**src/opm_pkg.sv**
```systemverilog
// Package for the operating-mode select and bus configuration block.
// Assumes a single 100 MHz clock and an E-cycle enable made by a divider.
package opm_pkg;

	// ==========================================================
	// Mode encodings
	localparam logic [2:0] OPM_MODE0 = 3'h0;
	localparam logic [2:0] OPM_MODE1 = 3'h1;
	localparam logic [2:0] OPM_MODE2 = 3'h2;
	localparam logic [2:0] OPM_MODE3 = 3'h3;
	localparam logic [2:0] OPM_MODE4 = 3'h4;
	localparam logic [2:0] OPM_MODE5 = 3'h5;
	localparam logic [2:0] OPM_MODE6 = 3'h6;
	localparam logic [2:0] OPM_MODE7 = 3'h7;

	// ==========================================================
	// Fundamental bus kinds, one-hot
	typedef enum logic [2:0] {
		OPM_SINGLE = 3'b001,
		OPM_NMUX = 3'b010,
		OPM_MUX = 3'b100
	} opm_bus_t;

	// ==========================================================
	// Register area and field positions
	localparam int OPM_P2_MODE_LSB = 5;
	localparam int OPM_REG_AREA_SIZE = 32;
	localparam logic [15:0] OPM_REG_AREA_HI = 16'h001f;
	localparam logic [15:0] OPM_MODE3_REG_BASE = 16'hc000;
	localparam logic [7:0] OPM_RAM_LO = 8'h80;
	localparam logic [15:0] OPM_EXT_LO = 16'h0100;
	localparam logic [15:0] OPM_EXT_HI = 16'h01ff;
	localparam logic [15:0] OPM_RESET_VEC = 16'hfffe;
	localparam logic [15:0] OPM_RESET_VEC_M0 = 16'hbffe;
	localparam logic [15:0] OPM_VEC_BASE = 16'hfff0;
	localparam logic [15:0] OPM_VEC_BASE_M0 = 16'hbff0;
	localparam logic [7:0] OPM_DDR_RESET = 8'h00;
	localparam int OPM_IO_LINES_SINGLE = 21;

	// ==========================================================
	// Timing: E clock derived from the 100 MHz system clock
	localparam int OPM_CLK_MHZ = 100;
	localparam int OPM_E_DIV = 4;
	localparam int OPM_SYNC_DEPTH = 2;
	localparam int OPM_RST_MIN_E_TENTHS = 30;
	localparam int OPM_SETUP_MIN_E_TENTHS = 20;
	localparam int OPM_RST_MIN_E = (OPM_RST_MIN_E_TENTHS + 9) / 10;
	localparam int OPM_SETUP_MIN_E = (OPM_SETUP_MIN_E_TENTHS + 9) / 10;

endpackage

```
**src/opm_ediv.sv**
```systemverilog
// E-cycle enable divider.
// Assumes the single system clock; emits one-cycle enable pulses.
`timescale 1ns/1ns
`default_nettype none
module opm_ediv import opm_pkg::*; (
	input wire logic i_clk,     // System clock.
	input wire logic i_rst_b,   // Synchronous reset, active low.
	output logic o_e_tick,      // One-cycle pulse per E cycle.
	output logic o_e_high       // E phase level.
);
	logic [1:0] cnt_r;
	logic [1:0] cnt_nxt;
	logic tick_r;
	logic tick_nxt;

	always_comb begin
		cnt_nxt = cnt_r + 2'h1;
		tick_nxt = (cnt_r == 2'(OPM_E_DIV - 1));
	end

	always_ff @(posedge i_clk) begin
		if (!i_rst_b) begin
			cnt_r <= 2'h0;
			tick_r <= 1'b0;
		end else begin
			cnt_r <= cnt_nxt;
			tick_r <= tick_nxt;
		end
	end

	assign o_e_tick = tick_r;
	assign o_e_high = cnt_r[1];
endmodule
`default_nettype wire

```
**src/opm_sync.sv**
```systemverilog
// Two-flop synchroniser for a bus of pin levels.
// Assumes the destination is the system clock domain.
`timescale 1ns/1ns
`default_nettype none
module opm_sync #(
	parameter int W = 3
) (
	input wire logic i_clk,          // System clock.
	input wire logic i_rst_b,        // Synchronous reset, active low.
	input wire logic [W-1:0] i_d,    // Asynchronous levels.
	output logic [W-1:0] o_q         // Synchronised levels.
);
	logic [W-1:0] s1_r;
	logic [W-1:0] s2_r;

	always_ff @(posedge i_clk) begin
		if (!i_rst_b) begin
			s1_r <= '0;
			s2_r <= '0;
		end else begin
			s1_r <= i_d;
			s2_r <= s1_r;
		end
	end

	assign o_q = s2_r;
endmodule
`default_nettype wire

```
**src/opm_mode_select.sv**
```systemverilog
// Operating-mode latch and port/strobe/bus configuration decode.
// Assumes the CPU core supplies an internal address and access strobes.
// Operation
// - Capture three mode pin levels into latched mode bits on reset release.
// - Latched mode bits read back in the top of the Port 2 data byte.
// - Pins decode to modes 7..0; modes 2,3 external ROM, 1 external vectors.
// - Modes 4,7 single-chip; 5 non-multiplexed; others multiplexed.
// - Single-chip ports are parallel I/O, no external address or data bus.
// - Mode 4 drops ROM, RAM decodes at XX80-XXFF, reset vector from RAM.
// - In mode 4, writing Port 2 bit 5 switches permanently to mode 5.
// - Mode 5: Port 3 data bus, Port 4 bits output A0-A7 per direction bit.
// - Mode 5 external space 100-1FF asserts the I/O-select strobe.
// - Multiplexed modes: Port 3 carries low address then data, 64K space.
// - Modes 0-3 drive Port 4 as A8-A15 permanently.
// - Mode 6 Port 4 direction bit n outputs A8+n, zeros stay inputs.
// - Mode 0 reset vector from BFFE, internal and external buses joined.
// - First 32 locations of each map are the internal register area, except mode 3 at C000-C01F.
// - Strobe pins: single IS3/OS3, non-mux EXTERNAL_IO_SELECT and R/W, mux AS and R/W.
// - The mode steers memory map, ports 3 and 4, strobes and vectors.
// - In mux modes first strobe is address strobe input, second R/W out.
`timescale 1ns/1ns
`default_nettype none
module opm_mode_select import opm_pkg::*; (
	input wire logic i_clk,                 // System clock, 100 MHz.
	input wire logic i_rst_b,               // Synchronous reset, active low.
	input wire logic i_mode_pin_lsb,        // Mode pin, bit 0, async.
	input wire logic i_mode_pin_mid,        // Mode pin, bit 1, async.
	input wire logic i_mode_pin_msb,        // Mode pin, bit 2, async.
	input wire logic [15:0] i_cpu_addr,     // Internal CPU address.
	input wire logic i_cpu_valid,           // CPU access this cycle.
	input wire logic i_cpu_wr,              // CPU access is a write.
	input wire logic [7:0] i_cpu_wdata,     // CPU write data.
	input wire logic [4:0] i_port2_pins,    // Port 2 pin levels, same clock.
	input wire logic [7:0] i_port4_ddr,     // Port 4 direction register.
	input wire logic [7:0] i_port4_out,     // Port 4 user output data.
	input wire logic [7:0] i_port3_out,     // Port 3 user output data.
	input wire logic i_port3_rd,            // Port 3 data register read.
	input wire logic i_port3_wr,            // Port 3 data register write.
	input wire logic i_oss,                 // Output strobe on write when set.
	input wire logic i_strobe_ctrl_first,   // First strobe pin input level.
	output logic [2:0] o_mode,              // Current operating mode.
	output logic o_latched_mode_bit0,       // Latched mode bit 0.
	output logic o_latched_mode_bit1,       // Latched mode bit 1.
	output logic o_latched_mode_bit2,       // Latched mode bit 2.
	output logic [7:0] o_port2_rdata,       // Port 2 data register read value.
	output logic o_single_chip,             // Single-chip bus kind.
	output logic o_nmux,                    // Non-multiplexed bus kind.
	output logic o_mux,                     // Multiplexed bus kind.
	output logic o_rom_en,                  // Internal ROM in the map.
	output logic o_rom_ext,                 // ROM located externally.
	output logic o_vec_ext,                 // Vectors located externally.
	output logic [15:0] o_reset_vec,        // Reset vector fetch address.
	output logic [15:0] o_vec_base,         // Interrupt vector base.
	output logic o_reg_sel,                 // Access hits register area.
	output logic o_ram_sel,                 // Access hits RAM in mode 4.
	output logic o_ext_sel,                 // Access goes off chip.
	output logic o_bus_join,                // Internal/external buses joined.
	output logic [7:0] o_port3_out,         // Port 3 output data.
	output logic [7:0] o_port3_oe,          // Port 3 drive enables.
	output logic [7:0] o_port4_out,         // Port 4 output data.
	output logic [7:0] o_port4_oe,          // Port 4 drive enables.
	output logic o_strobe_ctrl_first,       // First strobe pin output.
	output logic o_strobe_ctrl_first_oe,    // First strobe pin enable.
	output logic o_strobe_ctrl_second,      // Second strobe pin output.
	output logic o_strobe_ctrl_second_oe,   // Second strobe pin enable.
	output logic o_port3_input_strobe,      // Input strobe level, single chip.
	output logic o_addr_latch_strobe,       // Address strobe level, mux.
	output logic o_e_tick                   // E-cycle enable pulse.
);

	// ==========================================================
	// Helpers
	function automatic opm_bus_t bus_of(input logic [2:0] m);
		if (m == OPM_MODE4 || m == OPM_MODE7)
			return OPM_SINGLE;
		else if (m == OPM_MODE5)
			return OPM_NMUX;
		else
			return OPM_MUX;
	endfunction

	function automatic logic in_range(input logic [15:0] a, input logic [15:0] lo,
			input logic [15:0] hi);
		return (a >= lo) && (a <= hi);
	endfunction

	// ==========================================================
	// Pin synchronisers and E divider
	logic [2:0] pins_s;
	logic [0:0] sc1_s;
	logic e_tick;
	logic e_high;

	opm_sync #(.W(3)) u_mode_sync (
		.i_clk(i_clk),
		.i_rst_b(i_rst_b),
		.i_d({i_mode_pin_msb, i_mode_pin_mid, i_mode_pin_lsb}),
		.o_q(pins_s)
	);

	opm_sync #(.W(1)) u_sc1_sync (
		.i_clk(i_clk),
		.i_rst_b(i_rst_b),
		.i_d(i_strobe_ctrl_first),
		.o_q(sc1_s)
	);

	opm_ediv u_ediv (
		.i_clk(i_clk),
		.i_rst_b(i_rst_b),
		.o_e_tick(e_tick),
		.o_e_high(e_high)
	);

	// ==========================================================
	// Mode latch
	// The synchronisers are cleared by reset, so the pins are taken only once
	// both stages have refilled after release. This stands in for the reset
	// rising edge and costs a few cycles of start-up delay.
	logic [2:0] mode_r;
	logic [2:0] mode_nxt;
	logic cap_r;
	logic cap_nxt;
	logic [1:0] capw_r;
	logic [1:0] capw_nxt;
	logic p2_set_wr;

	// Software escape from mode 4: a write of the Port 2 data byte with bit 5
	// set. Nothing else moves the mode once it has been taken.
	assign p2_set_wr = i_cpu_valid && i_cpu_wr && (i_cpu_addr == {8'h00, 8'h03}) &&
		i_cpu_wdata[OPM_P2_MODE_LSB];

	always_comb begin
		mode_nxt = mode_r;
		cap_nxt = cap_r;
		capw_nxt = capw_r;
		if (cap_r) begin
			if (capw_r == 2'(OPM_SYNC_DEPTH)) begin
				mode_nxt = pins_s;
				cap_nxt = 1'b0;
			end else begin
				capw_nxt = capw_r + 2'h1;
			end
		end else if (mode_r == OPM_MODE4 && p2_set_wr) begin
			mode_nxt = OPM_MODE5;
		end
	end

	always_ff @(posedge i_clk) begin
		if (!i_rst_b) begin
			mode_r <= OPM_MODE7;
			cap_r <= 1'b1;
			capw_r <= 2'h0;
		end else begin
			mode_r <= mode_nxt;
			cap_r <= cap_nxt;
			capw_r <= capw_nxt;
		end
	end

	// ==========================================================
	// Mode decode
	opm_bus_t bus;
	logic [15:0] reg_base;

	always_comb begin
		bus = bus_of(mode_r);
		o_rom_en = (mode_r != OPM_MODE4) && (mode_r != OPM_MODE2) &&
			(mode_r != OPM_MODE3);
		o_rom_ext = (mode_r == OPM_MODE2) || (mode_r == OPM_MODE3);
		o_vec_ext = (mode_r <= OPM_MODE3);
		o_vec_base = (mode_r == OPM_MODE0) ? OPM_VEC_BASE_M0 : OPM_VEC_BASE;
		o_reset_vec = OPM_RESET_VEC;
		if (mode_r == OPM_MODE0)
			o_reset_vec = OPM_RESET_VEC_M0;
		// Mode 0 ties both data buses; the system must keep the maps apart.
		o_bus_join = (mode_r == OPM_MODE0);
		reg_base = (mode_r == OPM_MODE3) ? OPM_MODE3_REG_BASE : 16'h0000;
		o_reg_sel = i_cpu_valid && in_range(i_cpu_addr, reg_base,
			reg_base + OPM_REG_AREA_HI);
		o_ram_sel = i_cpu_valid && (mode_r == OPM_MODE4) &&
			(i_cpu_addr[7:0] >= OPM_RAM_LO);
		o_ext_sel = 1'b0;
		unique case (bus)
			OPM_SINGLE: o_ext_sel = 1'b0;
			OPM_NMUX: o_ext_sel = i_cpu_valid &&
				in_range(i_cpu_addr, OPM_EXT_LO, OPM_EXT_HI);
			OPM_MUX: o_ext_sel = i_cpu_valid && !o_reg_sel;
		endcase
	end

	// ==========================================================
	// Port and strobe pin configuration
	logic [7:0] p3_out_nxt;
	logic [7:0] p3_oe_nxt;
	logic [7:0] p4_out_nxt;
	logic [7:0] p4_oe_nxt;
	logic sc1_nxt;
	logic sc1_oe_nxt;
	logic sc2_nxt;
	logic sc2_oe_nxt;
	logic [7:0] p3_out_r;
	logic [7:0] p3_oe_r;
	logic [7:0] p4_out_r;
	logic [7:0] p4_oe_r;
	logic sc1_r;
	logic sc1_oe_r;
	logic sc2_r;
	logic sc2_oe_r;

	always_comb begin
		p3_out_nxt = i_port3_out;
		p3_oe_nxt = 8'h00;
		p4_out_nxt = i_port4_out;
		p4_oe_nxt = i_port4_ddr;
		sc1_nxt = 1'b0;
		sc1_oe_nxt = 1'b0;
		sc2_nxt = 1'b1;
		sc2_oe_nxt = 1'b1;
		unique case (bus)
			OPM_SINGLE: begin
				p3_oe_nxt = 8'hff;
				// Output strobe pulses low on the selected data register access.
				sc2_nxt = !(i_oss ? i_port3_wr : i_port3_rd);
			end
			OPM_NMUX: begin
				p3_out_nxt = i_cpu_wdata;
				p3_oe_nxt = {8{o_ext_sel && i_cpu_wr && e_high}};
				p4_out_nxt = i_cpu_addr[7:0];
				p4_oe_nxt = i_port4_ddr;
				sc1_nxt = !o_ext_sel;
				sc1_oe_nxt = 1'b1;
				sc2_nxt = !(o_ext_sel && i_cpu_wr);
			end
			OPM_MUX: begin
				// Address before E, write data while E high, high-Z on reads while E high.
				p3_out_nxt = e_high ? i_cpu_wdata : i_cpu_addr[7:0];
				p3_oe_nxt = {8{o_ext_sel && (!e_high || i_cpu_wr)}};
				p4_out_nxt = i_cpu_addr[15:8];
				// Mode 6 leaves unopened address lines as inputs for user data.
				if (mode_r == OPM_MODE6)
					p4_oe_nxt = i_port4_ddr;
				else
					p4_oe_nxt = 8'hff;
				sc2_nxt = !(o_ext_sel && i_cpu_wr);
			end
		endcase
		if (bus == OPM_SINGLE)
			p4_oe_nxt = i_port4_ddr;
		// Port 4 drives nothing until the mode is known, so no stale map leaks out.
		if (cap_r)
			p4_oe_nxt = OPM_DDR_RESET;
	end

	always_ff @(posedge i_clk) begin
		if (!i_rst_b) begin
			p3_out_r <= 8'h00;
			p3_oe_r <= 8'h00;
			p4_out_r <= 8'h00;
			p4_oe_r <= 8'h00;
			sc1_r <= 1'b0;
			sc1_oe_r <= 1'b0;
			sc2_r <= 1'b1;
			sc2_oe_r <= 1'b0;
		end else begin
			p3_out_r <= p3_out_nxt;
			p3_oe_r <= p3_oe_nxt;
			p4_out_r <= p4_out_nxt;
			p4_oe_r <= p4_oe_nxt;
			sc1_r <= sc1_nxt;
			sc1_oe_r <= sc1_oe_nxt;
			sc2_r <= sc2_nxt;
			sc2_oe_r <= sc2_oe_nxt;
		end
	end

	// ==========================================================
	// Outputs
	assign o_mode = mode_r;
	assign o_latched_mode_bit0 = mode_r[0];
	assign o_latched_mode_bit1 = mode_r[1];
	assign o_latched_mode_bit2 = mode_r[2];
	assign o_port2_rdata = {mode_r, i_port2_pins};
	assign o_single_chip = (bus == OPM_SINGLE);
	assign o_nmux = (bus == OPM_NMUX);
	assign o_mux = (bus == OPM_MUX);
	assign o_port3_out = p3_out_r;
	assign o_port3_oe = p3_oe_r;
	assign o_port4_out = p4_out_r;
	assign o_port4_oe = p4_oe_r;
	assign o_strobe_ctrl_first = sc1_r;
	assign o_strobe_ctrl_first_oe = sc1_oe_r;
	assign o_strobe_ctrl_second = sc2_r;
	assign o_strobe_ctrl_second_oe = sc2_oe_r;
	assign o_port3_input_strobe = (bus == OPM_SINGLE) && sc1_s[0];
	assign o_addr_latch_strobe = (bus == OPM_MUX) && sc1_s[0];
	assign o_e_tick = e_tick;
endmodule
`default_nettype wire

```
**config.mk**
```make
export PLATFORM = sky130hd
export DESIGN_NAME = opm_mode_select
export DESIGN_NICKNAME = d
export VERILOG_FILES = /design/src/opm_pkg.sv /design/src/opm_ediv.sv /design/src/opm_sync.sv /design/src/opm_mode_select.sv
export SDC_FILE = /design/constraint.sdc
export NUM_CORES = 1
export LEC_CHECK = 0
export BUFFER_PORTS_ARGS = -buffer_cell sky130_fd_sc_hd__clkbuf_2
export CORE_MARGIN = 10
export CORE_UTILIZATION = 45
export CTS_CLUSTER_SIZE = 25
export DETAILED_ROUTE_END_ITERATION = 7
export GPL_TIMING_DRIVEN = 0
export PLACE_DENSITY = 0.91
export SYNTH_ARGS = -nofsm -noshare
export SYNTH_HDL_FRONTEND = slang
export SYNTH_SLANG_ARGS = --single-unit
```
**constraint.sdc**
```tcl
create_clock -name i_clk -period 4.64 [get_ports i_clk]
set_input_delay 0.464 -clock i_clk [delete_from_list [all_inputs] [get_ports i_clk]]
set_output_delay 0.464 -clock i_clk [all_outputs]
set_load 0.02 [all_outputs]
```
==> impl_metrics.json, run 1 <==
{
  "detail_route.wl_per_cell_microns": 14.8,
  "timing.reg2reg.setup_slack_ps": 2520,
  "layout-area-overhead-vs-synth_pct": 39.3,
  "pin_count_of_the_biggest_net_entering_global_routing": 14,
  "outcome": "completed",
  "power_mw": 1.68,
  "drv.max_cap_violation_count": 0,
  "pre_cts_slack_ps": 1900,
  "design_area_sq_um": 3240,
  "hold_viol_final": 0,
  "routed_wl_microns": 7530,
  "cts_post_setup_buffers_inserted": 0,
  "antenna_left": 0,
  "hp-class": "primary input to flip-flop",
  "start_util_pct": 45.9,
  "total_leakage_power_nw": 1.74,
  "finalClockSkew_ps": 8.12,
  "port_buffers": 123,
  "placedCellCount": 502,
  "tritoncts": "built",
  "die-area_sq_um": 8450,
  "grt_pass1_vias": 2420,
  "pin_count": 159,
  "power_density_nw_per_um2": 519,
  "crit_arrival_ps": 2630,
  "track_usage_pct": 17.0,
  "critical_path.cell_chain": "nor2b_1, nand2_1, inv_1, ha_1, nor3b_1, a221o_1, o211ai_2, inv_1, a21boi_1, clkbuf_2",
  "fin_tns_setup_ps": 0,
  "vertical_die_dimension_microns": 92.0,
  "synth_enable_flop_cells": 0,
  "combPwrFrac_pct": 51.0,
  "rsz_0062_raised_after_global_routing": "no",
  "yosysUniqueCellTypes": 40,
  "start_kind": "flip-flop",
  "dp_hpwl_microns": 6430,
  "synth_seq_cells": 46,
  "insertion_delay_ps": 300,
  "fin_ws_ps": 1550,
  "gpl.final_weighted_congestion": 0.877,
  "slowest_stage": "dfxtp_1",
  "drt_iter0_markers": 105,
  "final_max_slew_viol_count": 0,
  "worst_setup_hold_path_clk_slew_ps": 80,
  "critical-path-top-cell-by-count": "inv_1",
  "n_antenna_cell": 0,
  "cts_num_sinks": 46,
  "vdd_ir_drop_max_v": 0.000216,
  "setup_violations": 0,
  "critical-path-top-delay-family": "compound AO/OA/AOI/OAI gates",
  "dr_total_vias": 2407,
  "dominantRegCellSynth": "dfxtp_1",
  "timing.critical_path.fanout_max": 9,
  "firstDrtPassIters": 4,
  "design.final.nets": 508,
  "layout_min_cycle_time_ps": 3090,
  "instance_count_of_the_mapped_netlist": 281,
  "cp_num_buf_inv": 3,
  "avgViaCountPerCell": 4.72,
  "synth.avg_cell_area_sq_um": 8.29,
  "grt_first_pass_wirelength_microns": 11900,
  "ctsResizeCount": 0,
  "cts-buffers-inserted": 5,
  "placedInstanceArea_sq_um": 3140,
  "synth.yosys.warnings": 0,
  "postCtsHoldBufs": 0,
  "ctsLongestPathBuffers": 2,
  "die_w_microns": 92.0,
  "synth-seq-area-share_pct": 39.5,
  "seqPwrFrac_pct": 31.8,
  "post_layout_nonfiller_instances": 510,
  "cts-root-buf": "clkbuf_8",
  "grt_overflow_total": 0,
  "antenna_found_initial": 0,
  "required_ps": 4180,
  "critPathMaxStageDelay_ps": 490,
  "power.switching_fraction_pct": 43.3,
  "num_rows": 26,
  "internal_power_mw": 0.956,
  "p_switching_mw": 0.729,
  "core_sq_um": 5070,
  "critical_setup_path_kind": "flip-flop to output port",
  "finalCritPeriodShare_pct": 66.6,
  "htree_levels": 2,
  "synthArstFlopShare_pct": 0,
  "cp-end-kind": "output port",
  "post-route-drc-count": 0,
  "fmaxAchievable_ghz": 0.324,
  "syn-cell-area_sq_um": 2330,
  "drive_above_1_share_pct": 42.7,
  "power.clock.fraction_pct": 17.2
}
[power by group through the flow]
stage	combinational, mW	sequential (mW)	clock (mW)
4_1_cts	0.862	0.536	0.296
2_1_floorplan	0.497	0.631	0
5_1_grt	0.930	0.546	0.310
3_3_place_gp	0.841	0.540	0
6_report	0.859	0.535	0.291
3_5_place_dp	0.858	0.545	0
[flip-flops by register name, indices dropped and copies added (netlist names), 2 cells and up]
| register | count |
|---|---|
| o_mode | 3 |
| u_mode_sync.o_q | 3 |
| o_port3_out | 8 |
| capw_r | 2 |
| u_mode_sync.s1_r | 3 |
| o_port4_out | 8 |
| u_ediv.cnt_r | 2 |
| o_port4_oe | 8 |
[final cells by class]
| type | count | area [sq um] |
|---|---|---|
| buffer | 61 | 418 |
| clock buffer | 7 | 76.3 |
| clock inverter | 1 | 30.0 |
| fill | 451 | 1830 |
| inverter | 20 | 75.1 |
| multi-input combinational | 182 | 1020 |
| sequential | 46 | 921 |
| tap | 70 | 87.6 |
| timing repair buffer | 123 | 616 |
[routing by layer]
layer / up-vias / part of all wire (%) / GRT usage [%]
li1: 1183 / - / -
met1: 1081 / 38 / 17.1
met2: 133 / 49 / 30.6
met3: 10 / 12 / 8.48
met4: 0 / 1.1 / 4.37
met5: - / 0 / 0
[cell families after synthesis]
logic type / after synthesis / synth area share [%]
buf+inv: 81 / 21.2
simple gates: 101 / 21.6
fa+ha+maj: 5 / 2.69
xor+xnor: 2 / 0.752
other cells: 2 / 0.322
flops: 46 / 39.5
compound gates: 41 / 12.7
mux: 3 / 1.29
[metrics by stage]
step                util (%)  hold WS, ps
finish                  63.9          370
global route            63.9          371
CTS                     63.9          366
detailed placement      61.8          417
global placement        61.8          409
floorplan                  -          397
[Yosys cell counts, drive strengths merged, types with 2 or more instances]
library cell / number / share of area, %
nor3: 7 / 2.0
clkbuf: 8 / 1.3
a21oi: 8 / 1.7
inv: 20 / 3.2
a211oi: 2 / 0.64
nor4: 2 / 0.54
ha: 5 / 2.7
nand2b: 2 / 0.54
nand4: 4 / 1.1
xnor2: 2 / 0.75
dfxtp: 46 / 40
o21ai: 9 / 1.9
nor2b: 2 / 0.54
nand3: 7 / 1.5
nand2: 31 / 5.0
a311oi: 16 / 6.0
conb: 2 / 0.32
and2: 10 / 2.7
nor3b: 2 / 0.86
or4: 2 / 0.81
nor2: 27 / 4.5
mux2i: 3 / 1.3
buf: 53 / 17
[placed cells by master (no fill, tap or decap), drive strengths merged, types with 3 or more instances in the layout]
cell,netlist,routed
nand3,7,7
buf,53,53
and2,10,10
nor3,7,7
a21oi,8,8
nand4,4,4
clkbuf,8,138
conb,2,30
ha,5,5
mux2i,3,3
inv,20,20
dfxtp,46,46
nor2,27,27
o21ai,9,9
nand2,31,31
a311oi,16,16
[final timing paths]
path | start | endpoint | cells after the start
setup / recovery | o_mode[1]$_SDFFE_PN1P_ | o_ext_sel | 10
hold reg to reg | u_sc1_sync.s1_r$_SDFF_PN0_ | u_sc1_sync.o_q$_SDFF_PN0_ | 1
hold / removal | i_strobe_ctrl_first | u_sc1_sync.s1_r$_SDFF_PN0_ | 2
setup reg to reg | o_mode[1]$_SDFFE_PN1P_ | o_port3_oe[6]$_SDFF_PN0_ | 8
Note: power is estimated with default switching activity, not from simulation.
==> run 2: changes to the inputs <==
--- a/config.mk
+++ b/config.mk
@@ -7,11 +7,11 @@
 export LEC_CHECK = 0
 export BUFFER_PORTS_ARGS = -buffer_cell sky130_fd_sc_hd__clkbuf_2
 export CORE_MARGIN = 10
-export CORE_UTILIZATION = 45
+export CORE_UTILIZATION = 38
 export CTS_CLUSTER_SIZE = 25
 export DETAILED_ROUTE_END_ITERATION = 7
 export GPL_TIMING_DRIVEN = 0
-export PLACE_DENSITY = 0.91
+export PLACE_DENSITY = 0.82
 export SYNTH_ARGS = -nofsm -noshare
 export SYNTH_HDL_FRONTEND = slang
 export SYNTH_SLANG_ARGS = --single-unit
==> constraint.sdc (replaced) <==
create_clock -name i_clk -period 2.6 [get_ports i_clk]
set_input_delay 0.26 -clock i_clk [delete_from_list [all_inputs] [get_ports i_clk]]
set_output_delay 0.26 -clock i_clk [all_outputs]
set_load 0.02 [all_outputs]
==> run 2 against run 1 <==
Net effect: first-iteration DRC count rose by 7.6%; total power rose by 82%; clock power grew 87%; flip-flop and latch count stayed put; critical path type unchanged; critical endpoint unchanged; largest cell class is now multi-input gates; largest power group unchanged.
==> impl_metrics.json, run 2 (synthesis gave the netlist of run 1 again) <==
{
  "outcome": "completed",
  "htree_levels": 2,
  "timing.reg2reg.setup_slack_ps": 770,
  "power_density_nw_per_um2": 932,
  "pin_count": 159,
  "port_buffers": 123,
  "cp-end-kind": "output port",
  "core_sq_um": 5920,
  "fin_tns_setup_ps": 0,
  "detail_route.wl_per_cell_microns": 14.8,
  "pre_cts_slack_ps": 170,
  "cts_num_sinks": 46,
  "worst_setup_hold_path_clk_slew_ps": 90,
  "cts-root-buf": "clkbuf_8",
  "n_antenna_cell": 0,
  "crit_arrival_ps": 2180,
  "drv.max_cap_violation_count": 0,
  "rsz_0062_raised_after_global_routing": "no",
  "final_common_cell": "clkbuf_2",
  "grt_overflow_total": 0,
  "pin_count_of_the_biggest_net_entering_global_routing": 16,
  "timing.critical_path.fanout_max": 4,
  "finalCritPeriodShare_pct": 93.9,
  "layout_min_cycle_time_ps": 2440,
  "routed_wl_microns": 7660,
  "start_kind": "flip-flop",
  "tritoncts": "built",
  "cts-buffers-inserted": 5,
  "hp-class": "primary input to flip-flop",
  "die_w_microns": 98.3,
  "area_occupied_by_registers_sq_um": 930,
  "power_mw": 3.07,
  "antenna_found_initial": 0,
  "required_ps": 2340,
  "dp_hpwl_microns": 6410,
  "grt_first_pass_wirelength_microns": 12000,
  "final_max_slew_viol_count": 0,
  "start_util_pct": 39.3,
  "firstDrtPassIters": 4,
  "utilization_after_layout_pct": 55.7,
  "drive_above_1_share_pct": 44.9,
  "fmaxAchievable_ghz": 0.410,
  "ctsLongestPathBuffers": 2,
  "design.final.nets": 509,
  "layout.filler_cells": 576,
  "vertical_die_dimension_microns": 98.3,
  "hold_viol_final": 0,
  "critical_setup_path_kind": "flip-flop to output port",
  "grt_pass1_vias": 2376,
  "avgViaCountPerCell": 4.58,
  "total_leakage_power_nw": 1.75,
  "num_rows": 28,
  "postCtsHoldBufs": 0,
  "track_usage_pct": 14.9,
  "fin_ws_ps": 160,
  "setup_violations": 0,
  "smallest_hold_slack_ps": 153,
  "gpl.final_weighted_congestion": 0.886,
  "commonest_cells_after_routing_fill_and_taps_aside": "122 x clkbuf_2, 50 x buf_4, 43 x dfxtp_1",
  "dr_total_vias": 2363,
  "layout-area-overhead-vs-synth_pct": 41.6,
  "post-route-drc-count": 0,
  "vdd_ir_drop_max_v": 0.000463,
  "drt_iter0_markers": 113,
  "multi_input_area_sq_um": 1040,
  "finalClockSkew_ps": 8.52,
  "die-area_sq_um": 9660,
  "antenna_left": 0,
  "insertion_delay_ps": 310
}
[run 2: area by class of cell]
type / count / share of cell area, %
multi-input combinational: 182 / 31.7
timing repair buffer: 124 / 19.0
tap: 75 / 2.84
sequential: 46 / 28.2
clock inverter: 3 / 1.33
inverter: 20 / 2.28
clock buffer: 5 / 2.09
buffer: 61 / 12.7
[run 2: what timing repair did]
item,CTS,global route
buffers inserted,0,1
cloned,0,0
endpoints found under the setup margin,2,1
resized for setup,6,3
[run 2: critical path: stages (launching register included)]
cell	delay [ps]
dfxtp_4	360
nor2b_4	150
nand2_1	100
inv_1	110
ha_4	210
nor3b_1	130
a221o_1	330
o211ai_2	110
inv_2	80
a21boi_2	130
clkbuf_4	170
[run 2: metal layers]
layer / vias to the layer above / global-route usage [%] / routed length [microns]
li1: 1183 / - / -
met1: 1064 / 16.8 / 3080
met2: 106 / 25.1 / 3740
met3: 10 / 6.13 / 712
met4: 0 / 4.63 / 131
met5: - / 0 / 0
[run 2: metrics by stage]
stage / cells / instance area [sq um]
2_1_floorplan: 309 / 2440
3_3_place_gp: 507 / 3150
3_5_place_dp: 507 / 3150
4_1_cts: 515 / 3280
5_1_grt: 516 / 3300
6_report: 516 / 3300
[run 2: report_power, final]
| part | internal, mW | total, mW | switching, mW |
|---|---|---|---|
| Clock | 0.288 | 0.543 | 0.255 |
| Combinational | 0.576 | 1.58 | 0.999 |
| Sequential | 0.870 | 0.956 | 0.0865 |
[run 2: worst paths after layout]
check	endpoint	depth (start not counted)	startpoint
min	u_sc1_sync.s1_r$_SDFF_PN0_	2	i_strobe_ctrl_first
max reg2reg	o_port3_oe[6]$_SDFF_PN0_	7	o_mode[1]$_SDFFE_PN1P_
max	o_ext_sel	10	o_mode[1]$_SDFFE_PN1P_
min reg2reg	u_ediv.cnt_r[0]$_SDFF_PN0_	1	u_ediv.cnt_r[0]$_SDFF_PN0_
==> run 3: changes to the inputs <==
--- a/config.mk
+++ b/config.mk
@@ -7,11 +7,11 @@
 export LEC_CHECK = 0
 export BUFFER_PORTS_ARGS = -buffer_cell sky130_fd_sc_hd__clkbuf_2
 export CORE_MARGIN = 10
-export CORE_UTILIZATION = 38
+export CORE_UTILIZATION = 25
 export CTS_CLUSTER_SIZE = 25
 export DETAILED_ROUTE_END_ITERATION = 7
 export GPL_TIMING_DRIVEN = 0
-export PLACE_DENSITY = 0.82
+export PLACE_DENSITY = 0.6
 export SYNTH_ARGS = -nofsm -noshare
 export SYNTH_HDL_FRONTEND = slang
 export SYNTH_SLANG_ARGS = --single-unit
==> run 3 against run 2 <==
Net effect: combinational power hardly changed; die area up 41%; first-iteration DRC count grew 2.7%; cell area grew 0.72%; count of clock-buffer cells in the layout did not move; worst hold slack better by 3.9 ps; core utilization is 19 points lower; global-route usage fell by 3.2 points; final cell count grew 7.2%; non-clock buffer count increased by 1; total power fell by 2.5%; fmax shrank 1.4%.
==> impl_metrics.json, run 3 (synthesis gave the netlist of run 1 again) <==
{
  "outcome": "completed",
  "wl_met1_microns": 3260,
  "grt_pass1_vias": 2650,
  "power_mw": 3.00,
  "dp_hpwl_microns": 6870,
  "power_density_nw_per_um2": 902,
  "cts-buffers-inserted": 5,
  "pre_cts_slack_ps": 112,
  "dr_wl_met2_microns": 4040,
  "utilization_after_layout_pct": 36.3,
  "n_antenna_cell": 0,
  "detail_route.wl_per_cell_microns": 14.8,
  "antenna_found_initial": 0,
  "htree_levels": 2,
  "firstDrtPassIters": 4,
  "final_max_slew_viol_count": 0,
  "ctsLongestPathBuffers": 2,
  "pin_count": 159,
  "setup_violations": 0,
  "fmaxAchievable_ghz": 0.404,
  "hold_path_depth": 2,
  "tritoncts": "built",
  "post-route-drc-count": 0,
  "commonest_cells_after_routing_fill_and_taps_aside": "122 x clkbuf_2, 51 x buf_4, 43 x dfxtp_1",
  "relSlewSlack_pct": 63.8,
  "cp-end-kind": "output port",
  "cts-root-buf": "clkbuf_8",
  "rsz_0062_raised_after_global_routing": "no",
  "crit_arrival_ps": 2220,
  "layout.filler_cells": 956,
  "placedInstanceArea_sq_um": 3200,
  "start_util_pct": 25.5,
  "vdd_ir_drop_max_v": 0.000343,
  "post_layout_nonfiller_instances": 553,
  "critical_setup_path_kind": "flip-flop to output port",
  "drv.max_cap_violation_count": 0,
  "antenna_left": 0,
  "worst_setup_hold_path_clk_slew_ps": 90,
  "finalClockSkew_ps": 5.10,
  "insertion_delay_ps": 300,
  "pin_count_of_the_biggest_net_entering_global_routing": 17,
  "placedCellCount": 543,
  "dr_total_vias": 2351,
  "dr.max_layer_used": "met4",
  "routed_wl_microns": 8160,
  "vertical_die_dimension_microns": 117,
  "postCtsHoldBufs": 0,
  "timing.critical_path.fanout_max": 8,
  "track_usage_pct": 11.7,
  "worstMarginPinSlew_ps": 542,
  "gpl.final_weighted_congestion": 0.826,
  "final_common_cell": "clkbuf_2",
  "port_buffers": 123,
  "fin_tns_setup_ps": 0,
  "drt_iter0_markers": 116,
  "layout_min_cycle_time_ps": 2480,
  "grt_first_pass_wirelength_microns": 12800,
  "drive_above_1_share_pct": 45.0,
  "start_kind": "flip-flop",
  "design_area_sq_um": 3320,
  "total_leakage_power_nw": 1.74,
  "required_ps": 2340,
  "num_rows": 35,
  "wl_met3_microns": 780,
  "die_w_microns": 117,
  "finalCritPeriodShare_pct": 95.2,
  "layout-area-overhead-vs-synth_pct": 42.6,
  "die-area_sq_um": 13600,
  "smallest_hold_slack_ps": 157,
  "hp-class": "primary input to flip-flop",
  "core_sq_um": 9150,
  "fin_ws_ps": 125,
  "grt_overflow_total": 0,
  "cts_num_sinks": 46,
  "avgViaCountPerCell": 4.25,
  "design.final.nets": 510,
  "r2r.worst_path.cells": 9,
  "hold_viol_final": 0
}
run 3: cell type report:
type | instances | area (sq um) | area share [%]
Buffer | 61 | 418 | 12.6
Clock buffer | 5 | 68.8 | 2.07
Clock inverter | 3 | 25.0 | 0.753
Inverter | 20 | 75.1 | 2.26
Multi-Input combinational cell | 182 | 1030 | 31.1
Sequential cell | 46 | 930 | 28.0
Tap cell | 111 | 139 | 4.18
Timing Repair Buffer | 125 | 633 | 19.1
run 3: path summary, 6_finish.rpt:
path,from,to,slack (ps)
max,o_mode[2]$_SDFFE_PN1P_,o_ext_sel,120
min,i_mode_pin_msb,u_mode_sync.s1_r[2]$_SDFF_PN0_,160
max reg2reg,o_mode[1]$_SDFFE_PN1P_,o_port3_oe[6]$_SDFF_PN0_,670
min reg2reg,u_ediv.cnt_r[0]$_SDFF_PN0_,u_ediv.cnt_r[0]$_SDFF_PN0_,420
run 3: what timing repair did:
item	CTS	global route
endpoints found under the setup margin	2	1
setup buffers	1	1
gates resized for setup	7	2
cloned	0	0
run 3: worst max-delay path: stages, from the launching register on:
cell and delay [ps]:
dfxtp_4 390, nor2b_4 140, nand2_2 90, inv_1 80, ha_1 260, nor3b_1 160
a221o_1 340, o211ai_2 90, inv_2 70, a21boi_2 130, clkbuf_4 170
run 3: layer usage:
layer,global-route usage [%],vias up
met2,20.9,97
li1,-,1182
met5,0,-
met4,3.05,0
met1,12.8,1068
met3,4.47,4
run 3: power breakdown:
part | total (mW) | internal (mW) | switching [mW]
Clock | 0.456 | 0.194 | 0.262
Combinational | 1.58 | 0.572 | 1.01
Sequential | 0.957 | 0.870 | 0.0870
Total | 3.00 | 1.64 | 1.36
